--- src/shared/dacc_consts.vh ---
// Constants for the dual channel converter control block
`ifndef DACC_CONSTS_VH
`define DACC_CONSTS_VH

// Register byte addresses on the Wishbone bus
`define DACC_ADDR_CODE0 4'h0
`define DACC_ADDR_CODE1 4'h4
`define DACC_ADDR_CTRL 4'h8
`define DACC_ADDR_STAT 4'hC

// Control register field positions
`define DACC_BIT_OE1 7
`define DACC_BIT_OE0 6
`define DACC_BIT_JOINT 5
`define DACC_RSVD_ONES 5'h1F

// Reset values
`define DACC_CODE_RST 8'h00
`define DACC_CTRL_RST 3'h0

// Settling interval: 10 us at 5 ns per cycle, longest time rounds down
`define DACC_SETTLE_NS 10000
`define DACC_CLK_NS 5
`define DACC_SETTLE_CYC (`DACC_SETTLE_NS / `DACC_CLK_NS)
`define DACC_CNT_W 12
// Counter load: settling cycles less one, at counter width
`define DACC_SETTLE_LOAD 12'h7CF

// Full-scale divisor of the code
`define DACC_FULL_SCALE 256

`endif

--- src/hw/dacc_channel.v ---
// One converter channel: settling timer and held output
`timescale 1ns/1ps
`include "dacc_consts.vh"
module dacc_channel
(
    input wire clk,
    input wire rst_n,
    input wire enable,
    input wire code_write,
    input wire [7:0] code,
    output reg [7:0] out_code,
    output reg out_valid,
    output reg busy
);
    reg [`DACC_CNT_W-1:0] count;
    reg enable_q;
    wire start = (enable & ~enable_q) | (enable & code_write);
    always @(posedge clk or negedge rst_n)
    begin
        if (!rst_n)
        begin
            enable_q <= 1'b0;
            count <= {`DACC_CNT_W{1'b0}};
            busy <= 1'b0;
            out_valid <= 1'b0;
            out_code <= `DACC_CODE_RST;
        end
        else
        begin
            enable_q <= enable;
            if (!enable)
            begin
                // Disabled channel drops its output
                busy <= 1'b0;
                out_valid <= 1'b0;
                count <= {`DACC_CNT_W{1'b0}};
            end
            else if (start)
            begin
                // New conversion on enable or code write
                busy <= 1'b1;
                out_valid <= 1'b0;
                count <= `DACC_SETTLE_LOAD;
            end
            else if (busy)
            begin
                if (count == {`DACC_CNT_W{1'b0}})
                begin
                    // Result presented only when count expires
                    busy <= 1'b0;
                    out_valid <= 1'b1;
                    out_code <= code;
                end
                else
                begin
                    count <= count - 1'b1;
                end
            end
            // Otherwise result holds steady
        end
    end
endmodule // dacc_channel

--- src/hw/dacc_wb_slave.v ---
// Wishbone classic slave front end with single-cycle ack
`timescale 1ns/1ps
module dacc_wb_slave
(
    input wire clk,
    input wire rst_n,
    input wire cyc,
    input wire stb,
    input wire we,
    input wire sel0,
    output reg ack,
    output wire wr_strobe,
    output wire rd_strobe
);
    wire req = cyc & stb & ~ack;
    // Write lands at the edge where the master samples ack
    assign wr_strobe = cyc & stb & ack & we & sel0;
    assign rd_strobe = req & ~we;
    always @(posedge clk or negedge rst_n)
    begin
        if (!rst_n)
            ack <= 1'b0;
        else
            ack <= req;
    end
endmodule // dacc_wb_slave

--- src/hw/dacc_top.v ---
// Dual channel 8-bit converter control with Wishbone register access
//
// Overview of operation
// - Two 8-bit read/write code registers, one per channel.
// - Control bit 5 joins both channels into one enable unit.
// - Control bits 4..0 read as one and ignore writes.
// - Joint off: only channels with their own enable convert.
// - Both convert if joint and any enable, or both enables.
// - Setting an enable starts conversion; output after settling interval, unless joint mode already converts that channel.
// - Code write on enabled channel restarts conversion immediately.
// - Output holds until code rewritten or enable cleared.
// - Clearing enable disables that channel output.
// - Output level is code divided by 256 times reference voltage.
// - Standby keeps output; software clears enables to save current.
`timescale 1ns/1ps
`include "dacc_consts.vh"
module dacc_top
(
    input wire CLK,
    input wire RSTN,
    input wire WB_CYC_I,
    input wire WB_STB_I,
    input wire WB_WE_I,
    input wire [3:0] WB_ADR_I,
    input wire [3:0] WB_SEL_I,
    input wire [31:0] WB_DAT_I,
    output reg [31:0] WB_DAT_O,
    output wire WB_ACK_O,
    output reg [7:0] ANALOG_OUT_CH0,
    output reg [7:0] ANALOG_OUT_CH1,
    output reg OUT_EN_CH0,
    output reg OUT_EN_CH1
);
    // ****************************************
    // Bus front end
    // ****************************************
    wire wr_strobe;
    wire rd_strobe;
    dacc_wb_slave u_wb
    (
        .clk(CLK),
        .rst_n(RSTN),
        .cyc(WB_CYC_I),
        .stb(WB_STB_I),
        .we(WB_WE_I),
        .sel0(WB_SEL_I[0]),
        .ack(WB_ACK_O),
        .wr_strobe(wr_strobe),
        .rd_strobe(rd_strobe)
    );

    // ****************************************
    // Registers
    // ****************************************
    reg [7:0] channel0_code;
    reg [7:0] channel1_code;
    reg ch1_output_enable;
    reg ch0_output_enable;
    reg joint_enable;
    wire wr_code0 = wr_strobe & (WB_ADR_I == `DACC_ADDR_CODE0);
    wire wr_code1 = wr_strobe & (WB_ADR_I == `DACC_ADDR_CODE1);
    wire wr_ctrl = wr_strobe & (WB_ADR_I == `DACC_ADDR_CTRL);
    always @(posedge CLK or negedge RSTN)
    begin
        if (!RSTN)
        begin
            channel0_code <= `DACC_CODE_RST;
            channel1_code <= `DACC_CODE_RST;
            {ch1_output_enable, ch0_output_enable, joint_enable} <= `DACC_CTRL_RST;
        end
        else
        begin
            if (wr_code0)
                channel0_code <= WB_DAT_I[7:0];
            if (wr_code1)
                channel1_code <= WB_DAT_I[7:0];
            if (wr_ctrl)
            begin
                ch1_output_enable <= WB_DAT_I[`DACC_BIT_OE1];
                ch0_output_enable <= WB_DAT_I[`DACC_BIT_OE0];
                joint_enable <= WB_DAT_I[`DACC_BIT_JOINT];
            end
        end
    end

    // ****************************************
    // Channel enable decode
    // ****************************************
    wire any_oe = ch0_output_enable | ch1_output_enable;
    wire both_on = (joint_enable & any_oe) | (ch0_output_enable & ch1_output_enable);
    wire conv_en0 = both_on | ch0_output_enable;
    wire conv_en1 = both_on | ch1_output_enable;

    // ****************************************
    // Channels
    // ****************************************
    wire [7:0] res0;
    wire [7:0] res1;
    wire valid0;
    wire valid1;
    wire busy0;
    wire busy1;
    dacc_channel u_ch0
    (
        .clk(CLK),
        .rst_n(RSTN),
        .enable(conv_en0),
        .code_write(wr_code0),
        .code(channel0_code),
        .out_code(res0),
        .out_valid(valid0),
        .busy(busy0)
    );
    dacc_channel u_ch1
    (
        .clk(CLK),
        .rst_n(RSTN),
        .enable(conv_en1),
        .code_write(wr_code1),
        .code(channel1_code),
        .out_code(res1),
        .out_valid(valid1),
        .busy(busy1)
    );

    // ****************************************
    // Pin outputs
    // ****************************************
    // Code drives an external ladder: level = code / 256 * reference
    // No standby input: output simply holds, standby-safe by design
    always @(posedge CLK or negedge RSTN)
    begin
        if (!RSTN)
        begin
            ANALOG_OUT_CH0 <= `DACC_CODE_RST;
            ANALOG_OUT_CH1 <= `DACC_CODE_RST;
            OUT_EN_CH0 <= 1'b0;
            OUT_EN_CH1 <= 1'b0;
        end
        else
        begin
            ANALOG_OUT_CH0 <= res0;
            ANALOG_OUT_CH1 <= res1;
            OUT_EN_CH0 <= valid0 & ch0_output_enable;
            OUT_EN_CH1 <= valid1 & ch1_output_enable;
        end
    end

    // ****************************************
    // Read data
    // ****************************************
    reg [31:0] next_rdata;
    always @*
    begin
        next_rdata = 32'h00000000;
        case (WB_ADR_I)
            `DACC_ADDR_CODE0: next_rdata[7:0] = channel0_code;
            `DACC_ADDR_CODE1: next_rdata[7:0] = channel1_code;
            `DACC_ADDR_CTRL: next_rdata[7:0] = {ch1_output_enable, ch0_output_enable, joint_enable,
                `DACC_RSVD_ONES};
            `DACC_ADDR_STAT: next_rdata[5:0] = {busy1, busy0, valid1, valid0, conv_en1, conv_en0};
            default: next_rdata = 32'h00000000;
        endcase
    end
    always @(posedge CLK or negedge RSTN)
    begin
        if (!RSTN)
            WB_DAT_O <= 32'h00000000;
        else if (rd_strobe)
            WB_DAT_O <= next_rdata;
    end
endmodule // dacc_top

--- config.mk ---
export PLATFORM = sky130hd
export DESIGN_NAME = dacc_top
export DESIGN_NICKNAME = d
export VERILOG_FILES = /design/src/hw/dacc_channel.v /design/src/hw/dacc_wb_slave.v /design/src/hw/dacc_top.v
export VERILOG_INCLUDE_DIRS = /design/src /design/src/shared
export SDC_FILE = /design/constraint.sdc
export NUM_CORES = 1
export LEC_CHECK = 0
export BUFFER_PORTS_ARGS = -buffer_cell sky130_fd_sc_hd__buf_2
export CORE_ASPECT_RATIO = 0.8
export CORE_UTILIZATION = 55
export DETAILED_ROUTE_END_ITERATION = 8
export GPL_TIMING_DRIVEN = 0
export PLACE_DENSITY = 0.88
export SLEW_MARGIN = 20
export SYNTH_ARGS = -nofsm -noshare
export SYNTH_HDL_FRONTEND = slang
export SYNTH_SLANG_ARGS = --single-unit
--- constraint.sdc ---
create_clock -name CLK -period 3.6 [get_ports CLK]
set_input_delay 0.72 -clock CLK [delete_from_list [all_inputs] [get_ports CLK]]
set_output_delay 0.72 -clock CLK [all_outputs]
set_load 0.05 [all_outputs]
After elaboration in Yosys (flattened, before gate mapping)
Cells that the tools add are included.
W data, S select, Z words.
{"block": "word_totals", "reg_bits": 92, "inputBits": 45, "output_inout_bits": 51, "elab_cells": 96}
{"block": "op_classes", "n_addsub": 2, "eq_ne": 9, "n_mux": 26, "n_bitwise": 29, "n_reduce_logical": 9}
{"operator": "$mux W12", "n": 8}
{"operator": "$logic_not A12 Y1", "n": 2}
{"operator": "$pmux W6 S4", "n": 1}
{"operator": "$sub A12 B1 Y12 const B", "n": 2}
{"operator": "$ne A3 B3 Y1 const B", "n": 6}
{"operator": "$and A1 B1 Y1", "n": 17}
{"operator": "$mux W1", "n": 16}
{"operator": "$eq A4 B4 Y1 const B", "n": 2}
{"operator": "$reduce_and A2 Y1", "n": 4}
{"operator": "$reduce_and A4 Y1", "n": 2}
{"operator": "$not A1 Y1", "n": 6}
{"operator": "$or A1 B1 Y1", "n": 6}
{"operator": "$pmux W2 S3", "n": 1}
{"operator": "$eq A4 B3 Y1 const B", "n": 1}
{"operator": "$logic_not A4 Y1", "n": 1}

Depth between registers and ports, before layout
{"block": "logic_depth", "ltp_word": 9, "ltp_mapped": 7, "mapped_depth_nobuf": 6}

Hierarchy
From an unflattened synthesis, not the netlist that was laid out.
{"block": "unflattened", "cells_unflattened": 357, "area_unflattened_um2": 4393.0}
{"mod": "dacc_channel", "n_inst": 2, "cells_per_inst": 106, "area_each_um2": 1219.9, "seq_area_each_um2": 575.6}
{"mod": "dacc_top", "n_inst": 1, "cells_per_inst": 139, "area_each_um2": 1894.3, "seq_area_each_um2": 1126.1}
{"mod": "dacc_wb_slave", "n_inst": 1, "cells_per_inst": 6, "area_each_um2": 58.8, "seq_area_each_um2": 25.0}

Least setup slack after synthesis
No wires, ideal clock.
{"block": "synth_timing", "path_kind": "input to register", "from": "input WB_ADR_I[0]", "to": "register u_ch0.out_code[0]", "arrival_time_ps": 1963, "t_required_ps": 3475, "setup_slack_ps": 1512, "path_stages": 4, "path_buffers": 0, "path_cell_list": "nand4bb_1 -> o311ai_1 -> nor2_2 -> mux2_2"}
{"block": "synth_via", "elab_chain_len": 6}
{"element": "from (decl)", "line_no": "dacc_top.v:24", "rtl": "input wire [3:0] WB_ADR_I,"}
{"element": "$logic_not A4 Y1"}
{"element": "$and A1 B1 Y1", "line_no": "dacc_top.v:60", "rtl": "wire wr_code0 = wr_strobe & (WB_ADR_I == `DACC_ADDR_CODE0);"}
{"element": "$and A1 B1 Y1", "line_no": "dacc_channel.v:17", "rtl": "wire start = (enable & ~enable_q) | (enable & code_write);"}
{"element": "$or A1 B1 Y1", "line_no": "dacc_channel.v:17"}
{"element": "$not A1 Y1 (no source line)"}
{"element": "$reduce_and A4 Y1 (no source line)"}
{"element": "to (signal assigned)", "line_no": "dacc_channel.v:26", "rtl": "out_code <= `DACC_CODE_RST;"}
{"element": "to (signal assigned)", "line_no": "dacc_channel.v:52", "rtl": "out_code <= code;"}
{"element": "to (decl)", "line_no": "dacc_channel.v:11", "rtl": "output reg [7:0] out_code,"}
Every way passes these cells.
A chain may end at the register's enable or synchronous reset.

Worst setup path after layout
{"block": "layout_timing", "from": "register u_ch0.count[0]", "to": "register u_ch0.out_code[6]"}
{"block": "layout_via", "elab_chain_len": 2}
{"element": "from (decl)", "line_no": "dacc_channel.v:15", "rtl": "reg [`DACC_CNT_W-1:0] count;"}
{"element": "from (signal assigned)", "line_no": "dacc_channel.v:23", "rtl": "count <= {`DACC_CNT_W{1'b0}};"}
{"element": "from (signal assigned)", "line_no": "dacc_channel.v:36", "rtl": "count <= {`DACC_CNT_W{1'b0}};"}
{"element": "from (signal assigned)", "line_no": "dacc_channel.v:43", "rtl": "count <= `DACC_SETTLE_LOAD;"}
{"element": "$logic_not A12 Y1", "line_no": "dacc_channel.v:47", "rtl": "if (count == {`DACC_CNT_W{1'b0}})"}
{"element": "$reduce_and A4 Y1 (no source line)"}
Every way passes these cells.

==> impl_metrics.ini <==
[worst_setup_path]
cp.buffers_inverters = 1
r2r_slack_ns = 1.20
start_kind = flip-flop
crit_required_ns = 3.85
cp_slowest_cell = nor4b_1
worstSetupStartpoint = u_ch0.count[0]$_DFFE_PN0P_
r2r-end = u_ch0.out_code[6]$_DFFE_PN0P_
endpoint_kind = flip-flop
crit_family = simple AND/OR/NAND/NOR gates
crit_fanout = 8
arrival_ns = 2.65
crit_chain = inv_1, ha_1, nor4b_1, nand4_1, nor2_2, mux2_2
timing.rr.start = u_ch0.count[0]$_DFFE_PN0P_
slowest_delay_ns = 0.51
crit_type = reg2reg
worstRegToRegCells = 6

[placed_design]
post-place-ws_ns = 0.973
dp_hpwl_mm = 5.92
place_congestion = 0.817
post_dp_cell_area_um2 = 4620
port_buffers = 44

[cells_and_area]
regArea_um2 = 2300
num-fill-cells = 552
diodes = 0
nets = 473
multi_input_area_um2 = 1680
drive_above_1_share_pct = 34.7
areaGrowthSynthToFinish_pct = 15.7
fin_area_um2 = 4830
fin_util_pct = 65.6

[floorplanning]
ios = 96
dieArea_um2 = 7940
rows = 28
die_width_um = 99.4
fp.dieH_um = 79.9
initial_core_util_pct = 56.7
core_um2 = 7360

[clock_tree]
postCtsSetupRepairBufs = 0
cts_buffer_depth = 2
clock-sinks = 92
clk_latency_ns = 0.37
cts_made_buffers = 9
htreeDepth = 3
cts_hold_buf = 0
cts_tree = yes
ctsResizeCount = 0
cts_root_buf = clkbuf_8
clkTransAtPathRegs_ns = 0.09

[pwr]
leakage_nw = 2.46
power_mw = 1.99
ir_worst_vdd_uv = 305
power_density_nw_per_um2 = 413

[detailed_routing]
wire_per_inst_um = 16.5
drc = 0
drt-total-wl_mm = 8.55
postRouteAntennaNets = 0
vias_per_cell = 5.69
wirelength_met1_mm = 4.02
wl_met2_mm = 3.97
met3_length_um = 475
drt-pass1-iter-count = 4
highest_layer = met4
dr_total_vias = 2954
drtIter0Drc = 251

[timing]
period_share_pct = 66.7
period_needed_ns = 2.40
fmax_mhz = 417
hold_viol = 0
slew_headroom_pct = 40.6
skew_ns = 0.0102
timing_worst_slew_pin_value_ns = 0.886
fin_tns_setup_ns = 0
drv_slew = 0
setup_viol = 0
rsz0062_at_grt = false
final.setup.worst_slack_ns = 1.20

[yosys]
syn_avg_cell_area_um2 = 12.1
synth_top_cell_area_share_pct = 55.2
ys_seq_area_share_pct = 55.2
synth_area_leader_cell = dfrtp_1
synth_warnings = 0
synth_top_cells_by_count = dfrtp_1, mux2_2, buf_4
async_flop_share_pct = 100
synth_area_leaders = dfrtp_1, mux2_2, buf_4
synth_most_common_cell = dfrtp_1
syn-cell-area_um2 = 4170
synth_edf_count = 0
ys_ff_latch = 92
syn_inst = 345
synth_cell_type_count = 58
ys.flop_type = dfrtp_1

[grt]
grt_max_degree = 61
grt_first_pass_wirelength_mm = 13.8
grt_pass1_vias = 2744
antenna_found_initial = 0
grt_overflow = 0
track_usage_pct = 23.3

[outcome]
status = completed

[run]
maxCapViolCount = 0

[min_path]
min_path_type = in2async
==> layer usage <==
layer  vias up  GRT usage, %
met1      1486          33.3
met2        94          35.4
met3        13          5.95
li1       1361             -
met5         -             0
met4         0          6.62
==> worst max-delay path by stage <==
stage,depth (start not counted),end,slack [ns]
after floorplan,4,u_ch0.out_code[0]$_DFFE_PN0P_,1.51
after global placement,5,u_ch1.out_code[2]$_DFFE_PN0P_,1.01
after detailed placement,5,u_ch0.out_code[6]$_DFFE_PN0P_,0.97
after CTS,6,u_ch0.out_code[6]$_DFFE_PN0P_,1.22
after global routing,6,u_ch0.out_code[1]$_DFFE_PN0P_,0.99
final,6,u_ch0.out_code[6]$_DFFE_PN0P_,1.20
==> registers in the layout (all words and copies together), names as in the netlist, 8 cells and up <==
| signal | flops |
|---|---|
| channel0_code | 8 |
| WB_DAT_O | 8 |
| u_ch1.count | 12 |
| u_ch0.count | 12 |
| ANALOG_OUT_CH0 | 8 |
| u_ch1.out_code | 8 |
| u_ch0.out_code | 8 |
| channel1_code | 8 |
| ANALOG_OUT_CH1 | 8 |
==> cells in the final DEF, fill, tap and decap left out, drive strengths merged, types with 3 or more instances in the layout <==
master / count
a21oi: 19
a31oi: 11
and2: 3
buf: 73
clkbuf: 18
conb: 24
dfrtp: 92
ha: 4
inv: 14
mux2: 41
mux2i: 3
nand2: 17
nand4: 3
nor2: 11
nor4: 4
o21ai: 16
o221ai: 5
o31ai: 5
or2: 5
or3: 12
or4: 9
xnor2: 3
==> through the flow <==
step	hold slack, ns	cells
final	0.293	519
after detailed placement	0.357	503
after floorplan	0.349	368
after CTS	0.296	519
after global routing	0.318	519
after global placement	0.354	502
==> area by class of cell <==
class / count / area share (%)
Buffer: 37 / 4.95
Clock buffer: 9 / 2.57
Clock inverter: 7 / 1.71
Inverter: 11 / 0.855
Multi-Input combinational cell: 228 / 34.7
Sequential cell: 92 / 47.7
Tap cell: 90 / 2.33
Timing Repair Buffer: 45 / 5.18
==> logic make-up after synthesis <==
kind of cell,count (synthesis),share of synthesized area [%]
buffers and inverters,48,6.72
other,1,0.0899
AO/OA/AOI/OAI,64,10.1
flip-flops,92,55.2
AND/OR/NAND/NOR,86,13.3
XOR/XNOR,5,1.05
adder cells (fa/ha/maj),4,1.20
multiplexers,45,12.3
==> power breakdown <==
group	leakage [nW]	total (mW)	switching [mW]	internal [mW]
logic	1.08	0.219	0.154	0.0647
clock network	0.0984	0.713	0.381	0.331
registers	1.28	1.06	0.0130	1.05
Note: power is estimated with default switching activity, not from simulation.
